File: src/sleep_pkg.sv
// Package for the sleep-mode controller: mode codes, field positions,
// timing constants and states shared by the controller and its helpers.
// Assumes a single 100 MHz clock domain.
package sleep_pkg;
	// Clock period in ns
	localparam int CLK_PERIOD_NS = 10;
	// Control byte field positions
	localparam int SLEEP_EN_POS = 5;
	localparam int MODE_LO_HI = 4;
	localparam int MODE_LO_LO = 3;
	localparam int MODE_HI_POS = 2;
	localparam logic [7:0] CTRL_RESET = 8'h00;
	// Mode-select codes
	localparam logic [2:0] MODE_IDLE = 3'h0;
	localparam logic [2:0] MODE_ADC_NR = 3'h1;
	localparam logic [2:0] MODE_PDOWN = 3'h2;
	localparam logic [2:0] MODE_PSAVE = 3'h3;
	localparam logic [2:0] MODE_STANDBY = 3'h6;
	localparam logic [2:0] MODE_EXT_STANDBY = 3'h7;
	// Extra halt after start-up, in cycles
	localparam int HALT_CYCLES = 4;
	// Fast wake from the standby modes, in clock cycles
	localparam int STANDBY_WAKE_CYCLES = 6;
	// Default oscillator start-up time in ns
	localparam int STARTUP_NS_DEFAULT = 1000;
	localparam int STARTUP_CYC_DEFAULT =
		(STARTUP_NS_DEFAULT + CLK_PERIOD_NS - 1) / CLK_PERIOD_NS;
	// Controller states
	typedef enum logic [2:0] {
		ST_RUN,
		ST_SLEEP,
		ST_STARTUP,
		ST_HALT,
		ST_RESUME
	} sleep_state_t;
endpackage

File: src/wake_counter.sv
// Down counter used for the start-up delay and the extra halt cycles.
// Assumes a load pulse and a synchronous active high reset.
`timescale 1ns/10ps
module wake_counter #(
	parameter int WIDTH = 16
) (
	input wire logic i_clk,
	input wire logic i_rst,
	input wire logic i_load,
	input wire logic [WIDTH-1:0] i_count,
	output logic o_done
);
	// Remaining cycles
	logic [WIDTH-1:0] cnt_reg;
	// Busy flag, so done is not seen before a load
	logic busy_reg;

	initial begin
		if (WIDTH < 4) begin
			$error("wake_counter WIDTH too small");
		end
	end

	// Count down after load
	always_ff @(posedge i_clk) begin
		if (i_rst) begin
			cnt_reg <= '0;
			busy_reg <= 1'b0;
		end else if (i_load) begin
			cnt_reg <= i_count;
			busy_reg <= 1'b1;
		end else if (busy_reg && cnt_reg != '0) begin
			cnt_reg <= cnt_reg - 1'b1;
		end else begin
			busy_reg <= 1'b0;
		end
	end

	// Done when the count has run out, one cycle wide
	assign o_done = busy_reg && (cnt_reg == '0);
endmodule

File: src/wake_qualifier.sv
// Decides per sleep mode which wake-up sources may end the sleep.
// Assumes every source input is a level or pulse on the main clock.
`timescale 1ns/10ps
module wake_qualifier
	import sleep_pkg::*;
(
	input wire logic [2:0] i_mode,
	input wire logic i_async_timer_clock_select,
	input wire logic i_global_irq_en,
	input wire logic i_timer0_irq,
	input wire logic i_timer0_irq_en,
	input wire logic i_adc_done_irq,
	input wire logic i_twi_match_irq,
	input wire logic i_spm_ee_ready_irq,
	input wire logic i_level_irq_pins_high,
	input wire logic i_ext_irq_pins_low,
	input wire logic i_other_irq,
	output logic o_wake_irq
);
	// Timer 0 wake only with its enable and the global enable
	logic t0_ok;
	logic t0_async_ok;
	assign t0_ok = i_timer0_irq && i_timer0_irq_en && i_global_irq_en;
	// In the power-save family the timer runs only when async clocked
	assign t0_async_ok = t0_ok && i_async_timer_clock_select;

	// Per mode source filter
	always_comb begin
		o_wake_irq = 1'b0;
		unique case (i_mode)
			MODE_IDLE: begin
				o_wake_irq = i_adc_done_irq | i_twi_match_irq | t0_ok
					| i_spm_ee_ready_irq | i_level_irq_pins_high
					| i_ext_irq_pins_low | i_other_irq;
			end
			MODE_ADC_NR: begin
				o_wake_irq = i_adc_done_irq | i_twi_match_irq | t0_ok
					| i_spm_ee_ready_irq | i_level_irq_pins_high
					| i_ext_irq_pins_low;
			end
			MODE_PDOWN, MODE_STANDBY: begin
				o_wake_irq = i_twi_match_irq | i_level_irq_pins_high
					| i_ext_irq_pins_low;
			end
			MODE_PSAVE, MODE_EXT_STANDBY: begin
				o_wake_irq = i_twi_match_irq | i_level_irq_pins_high
					| i_ext_irq_pins_low | t0_async_ok;
			end
			default: begin
				// Reserved codes never sleep, so nothing to qualify
				o_wake_irq = 1'b0;
			end
		endcase
	end
endmodule

File: src/sleep_mode_controller.sv
// Sleep-mode controller: takes the sleep instruction from the core,
// gates the clock domains per mode and sequences the wake-up.
// Assumes the core holds its state while o_cpu_hold is high and that
// reset sources arrive as synchronous levels.
`timescale 1ns/10ps
module sleep_mode_controller
	import sleep_pkg::*;
#(
	parameter int STARTUP_W = 16,
	parameter int STARTUP_CYC = STARTUP_CYC_DEFAULT
) (
	input wire logic i_clk,
	input wire logic i_rst,
	input wire logic [7:0] i_mcu_control_reg,
	input wire logic i_sleep_instr,
	input wire logic i_ext_crystal,
	input wire logic [STARTUP_W-1:0] i_clock_select_fuses_cycles,
	input wire logic i_async_timer_clock_select,
	input wire logic i_global_irq_en,
	input wire logic i_timer0_irq,
	input wire logic i_timer0_irq_en,
	input wire logic i_adc_done_irq,
	input wire logic i_twi_match_irq,
	input wire logic i_spm_ee_ready_irq,
	input wire logic i_level_irq_pins_high,
	input wire logic i_ext_irq_pins_low,
	input wire logic i_other_irq,
	input wire logic i_ext_reset,
	input wire logic i_wdt_reset,
	input wire logic i_bod_reset,
	input wire logic i_adc_enable,
	input wire logic i_comparator_disable_bit,
	input wire logic i_comparator_uses_ref,
	input wire logic i_wdt_enable,
	input wire logic i_brownout_enable_fuse,
	input wire logic i_wake_pin_needed,
	output logic o_cpu_hold,
	output logic o_cpu_clock_en,
	output logic o_flash_clock_en,
	output logic o_io_clock_en,
	output logic o_converter_clock_en,
	output logic o_async_clock_en,
	output logic o_osc_en,
	output logic o_adc_start,
	output logic o_adc_extended,
	output logic o_adc_power,
	output logic o_comparator_power,
	output logic o_vref_en,
	output logic o_wdt_run,
	output logic o_bod_run,
	output logic o_input_buf_en,
	output logic o_irq_take,
	output logic o_reset_vector,
	output logic o_sleeping
);
	// Controller state
	sleep_state_t state_reg;
	sleep_state_t state_next;
	// Mode latched at sleep entry
	logic [2:0] mode_reg;
	// Decoded fields of the control byte
	logic sleep_enable_bit;
	logic [2:0] mode_select_bits;
	// Wake sources after per-mode filtering
	logic wake_irq;
	logic any_reset;
	// Counter control
	logic cnt_load;
	logic [STARTUP_W-1:0] cnt_value;
	logic cnt_done;
	// Previous converter enable, to spot an off-on cycle
	logic adc_en_prev_reg;
	// Registered outputs
	logic cpu_clk_reg;
	logic flash_clk_reg;
	logic io_clk_reg;
	logic conv_clk_reg;
	logic async_clk_reg;
	logic osc_reg;
	logic adc_start_reg;
	logic adc_ext_reg;
	logic comp_reg;
	logic vref_reg;
	logic inbuf_reg;
	logic irq_take_reg;
	logic rst_vec_reg;

	initial begin
		if (STARTUP_W < 4 || STARTUP_CYC < 1) begin
			$error("sleep_mode_controller start-up settings invalid");
		end
	end

	// True for codes that name a real mode on this configuration
	function automatic logic mode_valid(input logic [2:0] m,
		input logic xtal);
		unique case (m)
			MODE_IDLE, MODE_ADC_NR, MODE_PDOWN, MODE_PSAVE: begin
				mode_valid = 1'b1;
			end
			MODE_STANDBY, MODE_EXT_STANDBY: begin
				mode_valid = xtal;
			end
			default: begin
				mode_valid = 1'b0;
			end
		endcase
	endfunction

	// True for the modes that stop the I/O and converter clocks
	function automatic logic deep_mode(input logic [2:0] m);
		deep_mode = (m != MODE_IDLE) && (m != MODE_ADC_NR);
	endfunction

	// Field extraction from the control byte
	assign sleep_enable_bit = i_mcu_control_reg[SLEEP_EN_POS];
	assign mode_select_bits = {i_mcu_control_reg[MODE_HI_POS],
		i_mcu_control_reg[MODE_LO_HI:MODE_LO_LO]};
	assign any_reset = i_ext_reset | i_wdt_reset | i_bod_reset;

	wake_qualifier u_qual (
		.i_mode(mode_reg),
		.i_async_timer_clock_select(i_async_timer_clock_select),
		.i_global_irq_en(i_global_irq_en),
		.i_timer0_irq(i_timer0_irq),
		.i_timer0_irq_en(i_timer0_irq_en),
		.i_adc_done_irq(i_adc_done_irq),
		.i_twi_match_irq(i_twi_match_irq),
		.i_spm_ee_ready_irq(i_spm_ee_ready_irq),
		.i_level_irq_pins_high(i_level_irq_pins_high),
		.i_ext_irq_pins_low(i_ext_irq_pins_low),
		.i_other_irq(i_other_irq),
		.o_wake_irq(wake_irq)
	);

	wake_counter #(
		.WIDTH(STARTUP_W)
	) u_cnt (
		.i_clk(i_clk),
		.i_rst(i_rst),
		.i_load(cnt_load),
		.i_count(cnt_value),
		.o_done(cnt_done)
	);

	// Next state and counter loading
	always_comb begin
		state_next = state_reg;
		cnt_load = 1'b0;
		cnt_value = '0;
		unique case (state_reg)
			ST_RUN: begin
				// Enable clear or reserved code: instruction is a no-op
				if (i_sleep_instr && sleep_enable_bit &&
					mode_valid(mode_select_bits, i_ext_crystal)) begin
					state_next = ST_SLEEP;
				end
			end
			ST_SLEEP: begin
				if (any_reset) begin
					state_next = ST_RUN;
				end else if (wake_irq) begin
					state_next = ST_STARTUP;
					cnt_load = 1'b1;
					if (mode_reg == MODE_STANDBY ||
						mode_reg == MODE_EXT_STANDBY) begin
						// Oscillator still runs, so only a short wait
						cnt_value = STARTUP_W'(STANDBY_WAKE_CYCLES
							- HALT_CYCLES - 1);
					end else if (deep_mode(mode_reg)) begin
						// Fuse-chosen start-up, default only when the fuses read zero
						cnt_value = (i_clock_select_fuses_cycles != '0) ?
							i_clock_select_fuses_cycles :
							STARTUP_W'(STARTUP_CYC);
					end else begin
						cnt_value = '0;
					end
				end
			end
			ST_STARTUP: begin
				if (any_reset) begin
					state_next = ST_RUN;
				end else if (cnt_done) begin
					state_next = ST_HALT;
					cnt_load = 1'b1;
					cnt_value = STARTUP_W'(HALT_CYCLES - 1);
				end
			end
			ST_HALT: begin
				if (any_reset) begin
					state_next = ST_RUN;
				end else if (cnt_done) begin
					state_next = ST_RESUME;
				end
			end
			ST_RESUME: begin
				state_next = ST_RUN;
			end
		endcase
	end

	// State register
	always_ff @(posedge i_clk) begin
		if (i_rst) begin
			state_reg <= ST_RUN;
		end else begin
			state_reg <= state_next;
		end
	end

	// Mode is latched at entry so later writes cannot change the sleep
	always_ff @(posedge i_clk) begin
		if (i_rst) begin
			mode_reg <= MODE_IDLE;
		end else if (state_reg == ST_RUN && state_next == ST_SLEEP) begin
			mode_reg <= mode_select_bits;
		end
	end

	// Mode that holds during the coming sleep cycle
	function automatic logic [2:0] mode_next_sel();
		mode_next_sel = (state_reg == ST_RUN) ? mode_select_bits :
			mode_reg;
	endfunction

	// Clock gating per mode; only clocks are stopped, never storage
	always_ff @(posedge i_clk) begin
		if (i_rst) begin
			cpu_clk_reg <= 1'b1;
			flash_clk_reg <= 1'b1;
			io_clk_reg <= 1'b1;
			conv_clk_reg <= 1'b1;
			async_clk_reg <= 1'b1;
			osc_reg <= 1'b1;
		end else if (state_next == ST_SLEEP) begin
			// Core and flash stop in every mode; state is held
			cpu_clk_reg <= 1'b0;
			flash_clk_reg <= 1'b0;
			io_clk_reg <= (mode_next_sel() == MODE_IDLE);
			conv_clk_reg <= !deep_mode(mode_next_sel());
			async_clk_reg <= !deep_mode(mode_next_sel()) ||
				((mode_next_sel() == MODE_PSAVE ||
				mode_next_sel() == MODE_EXT_STANDBY) &&
				i_async_timer_clock_select);
			osc_reg <= !deep_mode(mode_next_sel()) ||
				mode_next_sel() == MODE_STANDBY ||
				mode_next_sel() == MODE_EXT_STANDBY;
		end else begin
			cpu_clk_reg <= 1'b1;
			flash_clk_reg <= 1'b1;
			io_clk_reg <= 1'b1;
			conv_clk_reg <= 1'b1;
			async_clk_reg <= 1'b1;
			osc_reg <= 1'b1;
		end
	end

	// Conversion start on entry to the quiet modes
	always_ff @(posedge i_clk) begin
		if (i_rst) begin
			adc_start_reg <= 1'b0;
		end else begin
			adc_start_reg <= state_reg == ST_RUN &&
				state_next == ST_SLEEP && i_adc_enable &&
				!deep_mode(mode_select_bits);
		end
	end

	// An off-on cycle of the converter asks for an extended conversion
	always_ff @(posedge i_clk) begin
		if (i_rst) begin
			adc_en_prev_reg <= 1'b0;
			adc_ext_reg <= 1'b1;
		end else begin
			adc_en_prev_reg <= i_adc_enable;
			if (i_adc_enable && !adc_en_prev_reg) begin
				adc_ext_reg <= 1'b1;
			end else if (adc_start_reg) begin
				adc_ext_reg <= 1'b0;
			end
		end
	end

	// Analog power: comparator, reference and input buffers
	always_ff @(posedge i_clk) begin
		if (i_rst) begin
			comp_reg <= 1'b0;
			vref_reg <= 1'b0;
			inbuf_reg <= 1'b1;
		end else begin
			// Deep modes drop the comparator unless it feeds from vref
			comp_reg <= !i_comparator_disable_bit &&
				(state_next != ST_SLEEP || !deep_mode(mode_next_sel())
				|| i_comparator_uses_ref);
			// Reference follows its users; it needs its own start-up
			vref_reg <= i_brownout_enable_fuse || i_adc_enable ||
				(!i_comparator_disable_bit &&
				i_comparator_uses_ref);
			inbuf_reg <= !(state_next == ST_SLEEP &&
				deep_mode(mode_next_sel()));
		end
	end

	// Handler entry pulse and reset vector pulse
	always_ff @(posedge i_clk) begin
		if (i_rst) begin
			irq_take_reg <= 1'b0;
			rst_vec_reg <= 1'b0;
		end else begin
			irq_take_reg <= (state_reg == ST_HALT) &&
				(state_next == ST_RESUME);
			rst_vec_reg <= (state_reg != ST_RUN) &&
				(state_reg != ST_RESUME) && any_reset;
		end
	end

	assign o_cpu_hold = (state_reg != ST_RUN);
	assign o_cpu_clock_en = cpu_clk_reg;
	assign o_flash_clock_en = flash_clk_reg;
	assign o_io_clock_en = io_clk_reg;
	assign o_converter_clock_en = conv_clk_reg;
	assign o_async_clock_en = async_clk_reg;
	assign o_osc_en = osc_reg;
	assign o_adc_start = adc_start_reg;
	assign o_adc_extended = adc_ext_reg;
	// Converter keeps its enable in every mode
	assign o_adc_power = i_adc_enable;
	assign o_comparator_power = comp_reg;
	assign o_vref_en = vref_reg;
	// Watchdog and brown-out are never gated by sleep
	assign o_wdt_run = i_wdt_enable;
	assign o_bod_run = i_brownout_enable_fuse;
	// Wake pins keep their buffers even in deep modes
	assign o_input_buf_en = inbuf_reg || i_wake_pin_needed;
	assign o_irq_take = irq_take_reg;
	assign o_reset_vector = rst_vec_reg;
	assign o_sleeping = (state_reg == ST_SLEEP);
endmodule

File: config.mk
export PLATFORM = sky130hd
export DESIGN_NAME = sleep_mode_controller
export DESIGN_NICKNAME = d
export VERILOG_FILES = /design/src/sleep_pkg.sv /design/src/wake_counter.sv /design/src/wake_qualifier.sv /design/src/sleep_mode_controller.sv
export SDC_FILE = /design/constraint.sdc
export NUM_CORES = 1
export LEC_CHECK = 0
export BUFFER_PORTS_ARGS = -buffer_cell sky130_fd_sc_hd__buf_2
export CORE_UTILIZATION = 52
export DETAILED_ROUTE_END_ITERATION = 10
export PLACE_DENSITY = 0.8
export REMOVE_ABC_BUFFERS = 1
export SYNTH_ARGS = -nofsm -noshare
export SYNTH_HDL_FRONTEND = slang
export SYNTH_HIERARCHICAL = 1
export SYNTH_SLANG_ARGS = --single-unit
File: constraint.sdc
create_clock -name i_clk -period 3.66 [get_ports i_clk]
set_input_delay 0.183 -clock i_clk [delete_from_list [all_inputs] [get_ports i_clk]]
set_output_delay 0.183 -clock i_clk [all_outputs]
set_load 0.02 [all_outputs]
=== Word-level counts from Yosys, hierarchy flattened ===
Index checks and enable logic that the tools add are counted.
Widths: inputs -> output; s select.

* Register bits: 36
* Input bits: 47
* Output and inout port bits: 18
* Word-level logic and storage cells: 139

* Add/subtract/negate cells: 1
* Equal/unequal tests: 25
* Multiplexer cells: 30
* Bitwise gates (word level): 12
* Reductions and logical operators: 54

{| class="wikitable"
|+ Operator list
! kind !! number
|-
| $mux 16 || 7
|-
| $pmux 16 s2 || 1
|-
| $reduce_bool 16->1 || 2
|-
| $eq 3x3->1 const B || 8
|-
| $mux 3 || 8
|-
| $eq 3x2->1 const B || 7
|-
| $logic_and 1x1->1 || 21
|-
| $logic_not 16->1 || 1
|-
| $sub 16x1->16 const B || 1
|-
| $pmux 3 s5 || 1
|-
| $eq 3x1->1 const B || 4
|-
| $logic_not 3->1 || 4
|-
| $ne 3x1->1 const B || 4
|-
| $reduce_bool 3->1 || 4
|-
| $or 1x1->1 || 11
|-
| $logic_or 1x1->1 || 10
|-
| $reduce_or 2->1 || 5
|-
| $mux 1 || 8
|-
| $logic_not 1->1 || 5
|-
| $mux 2 || 2
|-
| $pmux 1 s2 || 2
|-
| $pmux 1 s4 || 1
|-
| $reduce_or 4->1 || 1
|-
| $ne 3x3->1 const B || 1
|-
| other kinds (3) || 3
|}

=== Logic depth before layout (Yosys ltp) ===
* Depth after elaboration: 15
* Gate-level depth with buffers: 11
* Depth with buffers taken out: 10

=== By module ===
Netlist, hierarchy kept.

{| class="wikitable"
|+ Modules (own cells, without submodules)
! module !! instances !! cells an instance !! area an instance (um^2) !! seq. area each (um^2)
|-
| wake_counter || 1 || 137 || 1117.3 || 340.3
|-
| sleep_mode_controller || 1 || 127 || 1078.5 || 380.4
|-
| wake_qualifier || 1 || 9 || 55.1 || 0.0
|}

=== Worst setup path after synthesis ===
Ideal clock, no wire load.

* Kind: register to register
* Start point: register u_cnt.cnt_reg[2]
* End point: register u_cnt.cnt_reg[1]
* Library setup time: 0.122 ns
* Arrival: 2.821 ns
* Required time: 3.538 ns
* Setup slack: 0.717 ns
* Cell stages (with the launch flop): 10
* Buffers on the path: 2
* Clock period less this slack: 2.943 ns
* Cell sequence: dfxtp_1 or4_4 nor4b_4 and3_2 nand3b_1 a21oi_1 clkbuf_1 clkbuf_1 nor3_1 a311o_1

* Longest elaborated chain between the ends: 6
* Elaborated cells on any way between the ends: 12
* Classes of those cells: mux (7); reduce/logical (5)

{| class="wikitable"
|+ RTL lines
! item !! RTL line !! RTL
|-
| from (decl) || wake_counter.sv:14 || <nowiki>logic [WIDTH-1:0] cnt_reg;</nowiki>
|-
| from (signal assigned) || wake_counter.sv:30 || <nowiki>cnt_reg <= i_count;</nowiki>
|-
| from (signal assigned) || wake_counter.sv:33 || <nowiki>cnt_reg <= cnt_reg - 1'b1;</nowiki>
|-
| $logic_not 16->1 (*) || wake_counter.sv:40 || <nowiki>assign o_done = busy_reg && (cnt_reg == '0);</nowiki>
|-
| $logic_and 1x1->1 (*) || wake_counter.sv:40 ||
|-
| net cnt_done || sleep_mode_controller.sv:70 || <nowiki>logic cnt_done;</nowiki>
|-
| $mux 1 (*) || sleep_mode_controller.sv:183 || <nowiki>end else if (cnt_done) begin</nowiki>
|-
| $mux 1 (*) || sleep_mode_controller.sv:181 || <nowiki>if (any_reset) begin</nowiki>
|-
| $pmux 1 s2 (*) || sleep_mode_controller.sv:151 || <nowiki>unique case (state_reg)</nowiki>
|-
| net cnt_load || sleep_mode_controller.sv:68 || <nowiki>logic cnt_load;</nowiki>
|-
| $mux 16 / $reduce_bool 2->1 (equally long branches) || n/a ||
|}

The timed path passes the listed nets; every way through them passes the cells marked *.
A chain may end at the register's enable or synchronous reset.

=== Worst setup path after layout ===
* Start point: register u_cnt.cnt_reg[2]
* End point: register u_cnt.cnt_reg[5]

The elaborated chain is that of the path after synthesis.

==> summary.md <==
The run finished with clean final reports. After detailed routing, the number of vias per cell comes to 5.90. The count of distinct cell types in the synthesized netlist came out at 67. The dominant delay contributor by cell family on the critical path is simple AND/OR/NAND/NOR gates. Summing every instance area after synthesis gives 2250 um2. At the end of the flow, the number of nets in the layout was 376. The total congestion overflow was 0; the clock insertion delay at the later pin of the skew report was 290 ps. The first global-routing pass estimated 8670 um of wire. For the count of standard-cell rows, the log shows 23. In the synthesized netlist the dominant register cell turns out to be sky130_fd_sc_hd__dfxtp_1. The congestion estimate from routability-driven global placement came to 0.858. Depth of the worst hold-timing path: 2. The library cell used most frequently in the layout, excluding fill and tap cells, is sky130_fd_sc_hd__buf_2. The post-CTS repair timing setup buffer count was 0; the worst vdd rail ir drop was 0.000268 V. Between clock sinks in the finished design, the worst skew comes to 7.12 ps. Counting cells, the worst reg-to-reg path comes to 10. The overall die height was 67.8 um; the power per standard cell area was 323 nW/um2.

Initial core utilization: 55.1%. The net switching fraction of the power is 25.0%. The tools report the yosys synthesis warning count as 6. The path type of the worst setup path was flip-flop to flip-flop.

The via count of the first global-routing pass was 1,989; the share of synthesized area occupied by flip-flops and latches was 32.0%. The count of final hold-check violations is 0, and the number of buffers added by the clock tree synthesis step is 5. Counting buffers and inverters, the worst setup path is 10 cells deep. The tools report the H-tree depth as 2.

Combinational cells account for 12.6% of the total power. The first routing iteration left 104 violations. The cell count after synthesis came out at 273. Measured against its own limit, the worst slew margin works out to 59.7%. The post-layout instance area came out at 2680 um2. Walking the worst path, the cells encountered are or4_4 > nor4b_4 > buf_4 > and3_2 > nand3b_1 > a21oi_1 > buf_4 > inv_1 > and4_1 > a2111oi_2.

Sequential cells burn 47.1% of the power. Max-cap violations in this run came to 0. The layout has 352 filler cells. The tools report the cell-internal power as 0.000647 W. Detailed placement finished with a half-perimeter wire length of 3930 um. At the pin with the least slew margin, the transition time is 605 ps. The run gives 0 as the number of DRC violations after detailed routing. In this run the remaining antenna-violating nets after routing total 0. Data arrives at the worst endpoint at 3280 ps. For this design, the CTS-stage hold fixing added 0 buffers. The tools report the critical path launch point as u_cnt/cnt_reg[2]. 65 I/O pins were placed. In this run the static leakage power is 1.10 nW.

The number of gates resized after CTS was 0. The placed instances occupy a cell area of 2570 um2. Among all stages on the critical path, the largest delay is contributed by sky130_fd_sc_hd__or4_4. The number of antenna diodes in the final layout is 0.

By instance count, the cell type seen most on the critical path is sky130_fd_sc_hd__buf_4. The register with the most flip-flops in the layout has 16 of them. The die footprint was 4600 um2; the part of the cycle the worst path needs was 84.4%.

After detailed routing, the total wire length is 5280 um. The clock passes through at most 2 buffers. The tools report the launch point of the worst hold path as i_comparator_disable_bit. After synthesis, the share of flip-flops with an asynchronous set or reset is 0%. The run gives 0 as the initial antenna violation count. The total count of max-transition violations in the final report was 0; the final setup violation count was 0. Setup repair after global routing left no endpoint under its margin. The top cell types in the final layout, fill and taps aside, are sky130_fd_sc_hd__buf_2, sky130_fd_sc_hd__dfxtp_1, sky130_fd_sc_hd__nor2_1.

In this run the worst path has a maximum fanout of 15. The tree is rooted in a sky130_fd_sc_hd__clkbuf_8. Delay contributed by the slowest stage of the critical path: 590 ps. Clock-pin slew of the registers on the worst-case setup and hold paths: 70 ps. For this run, the total global-route usage over all layers was measured as 25.3%. For the via count, the log shows 2,237. The minimum clock period after layout was 3090 ps. Across all register-to-register paths, the minimum setup slack is 570 ps. Maximum clock frequency: 0.324 GHz. The synthesized design contains 36 register bits. The count of input and output buffers is 58, and the post-route setup TNS is 0 ps.

The die boundary width is 67.8 um. The element type at the critical path start is a flip-flop. In this run the critical register-to-register path is launched from u_cnt/cnt_reg[2]. The tree built by TritonCTS fans out to 36 sinks. The floorplan step defined a core boundary enclosing 4090 um2. The first detailed-routing pass took 4 iterations. The layout cell share with drive strength beyond 1 came out at 28.9%. The classification of the worst-slack hold path was input port to flip-flop.

Relative to the synthesized area, the layout overhead comes to 18.8%. The average instance in the mapped netlist occupies 8.25 um2. The portion of total power attributed to the clock network was 40.3%. TritonCTS built the clock tree. The analysis attributes to net switching a power of 0.000216 W. The critical path contains buffers and inverters numbering 3 combined. For the worst setup path, the data required time is 3850 ps. Entering global routing, the biggest net connects 33 pins.

The worst setup path is captured at a flip-flop. The routed wire length per instance is 13.9 um. The worst-case hold path end point was o_comparator_power.

Yosys mapped a number of flops with a built-in enable equal to 0. The tools report the terminus of the critical flop-to-flop path as u_cnt/cnt_reg[5].
power groups by stage:
stage / sequential (W) / clock (W) / combinational, W
final: 0.000407 / 0.000348 / 0.000109
after floorplan: 0.000419 / 0 / 0.0000510
after detailed placement: 0.000416 / 0 / 0.000109
after CTS: 0.000406 / 0.000357 / 0.000109
after global routing: 0.000408 / 0.000375 / 0.000120
after global placement: 0.000415 / 0 / 0.000106
stage by stage:
| step | hold WS [ps] | power (W) | std cells | util [%] | setup slack, ps |
|---|---|---|---|---|---|
| 6_report | 52.4 | 0.000864 | 379 | 65.5 | 572 |
| 5_1_grt | 39.5 | 0.000903 | 379 | 65.5 | 414 |
| 4_1_cts | 40.6 | 0.000873 | 379 | 65.5 | 589 |
| 3_5_place_dp | 356 | 0.000524 | 371 | 62.8 | 612 |
| 3_3_place_gp | 356 | 0.000521 | 371 | 62.8 | 670 |
| 2_1_floorplan | 250 | 0.000470 | 258 | - | -230 |
cells in the mapped netlist, types with 3 or more instances:
| cell type | count | area [um2] |
|---|---|---|
| sky130_fd_sc_hd__a2111oi_0 | 6 | 52.6 |
| sky130_fd_sc_hd__o21ai_0 | 3 | 15.0 |
| sky130_fd_sc_hd__dfxtp_1 | 36 | 721 |
| sky130_fd_sc_hd__clkbuf_1 | 9 | 33.8 |
| sky130_fd_sc_hd__inv_1 | 16 | 60.1 |
| sky130_fd_sc_hd__nor2b_1 | 6 | 37.5 |
| sky130_fd_sc_hd__nor2_1 | 33 | 124 |
| sky130_fd_sc_hd__and4_1 | 7 | 61.3 |
| sky130_fd_sc_hd__a31oi_1 | 4 | 25.0 |
| sky130_fd_sc_hd__nor3_1 | 8 | 40.0 |
| sky130_fd_sc_hd__o21a_1 | 4 | 30.0 |
| sky130_fd_sc_hd__and3_1 | 7 | 43.8 |
| sky130_fd_sc_hd__buf_4 | 4 | 30.0 |
| sky130_fd_sc_hd__and2_1 | 12 | 75.1 |
| sky130_fd_sc_hd__a311oi_1 | 9 | 78.8 |
| sky130_fd_sc_hd__nand4_1 | 6 | 37.5 |
| sky130_fd_sc_hd__nand2_1 | 12 | 45.0 |
| sky130_fd_sc_hd__a21oi_1 | 9 | 45.0 |
| sky130_fd_sc_hd__or3_1 | 3 | 18.8 |
| sky130_fd_sc_hd__nand3_1 | 9 | 45.0 |
| sky130_fd_sc_hd__nor4_1 | 8 | 50.1 |
| sky130_fd_sc_hd__mux2i_1 | 3 | 30.0 |
layout make-up:
cell class                      count  area, um2  area share, %
Multi-Input combinational cell    205       1390           52.1
Sequential cell                    36        721           26.9
Timing Repair Buffer               63        328           12.3
Inverter                           17       63.8           2.39
Tap cell                           50       62.6           2.34
Clock inverter                      2       35.0           1.31
Clock buffer                        6       72.6           2.71
metal layers:
layer,global-route usage [%],routed length [um],vias up
met5,0,0,-
met4,8.85,87,0
met3,6.59,199,8
met2,44.2,2620,53
met1,29.5,2370,1046
li1,-,-,1130
worst reg2reg max path: stages (launching register included):
cell                        delay [ps]
sky130_fd_sc_hd__dfxtp_1           360
sky130_fd_sc_hd__or4_4             590
sky130_fd_sc_hd__nor4b_4           260
sky130_fd_sc_hd__buf_4             200
sky130_fd_sc_hd__and3_2            240
sky130_fd_sc_hd__nand3b_1          120
sky130_fd_sc_hd__a21oi_1           170
sky130_fd_sc_hd__buf_4             210
sky130_fd_sc_hd__inv_1             240
sky130_fd_sc_hd__and4_1            250
sky130_fd_sc_hd__a2111oi_2         320
worst max path at each step:
stage / endpoint / slack, ps
floorplan: u_cnt/cnt_reg[5] / -230
global route: u_cnt/cnt_reg[3] / 410
detailed placement: u_cnt/cnt_reg[5] / 610
global placement: u_cnt/cnt_reg[5] / 670
CTS: u_cnt/cnt_reg[5] / 590
finish: u_cnt/cnt_reg[5] / 570
cell families (layout without fill, tap and decap cells):
logic type	after synthesis	in the layout	share of synthesized area, %
simple gates	136	136	36.6
compound gates	61	61	21.6
flops	36	36	32.0
buf+inv	32	88	6.11
mux	5	5	2.33
fa+ha+maj	2	2	1.00
xor+xnor	1	1	0.389
No activity file was read; power rests on OpenSTA's default activity.
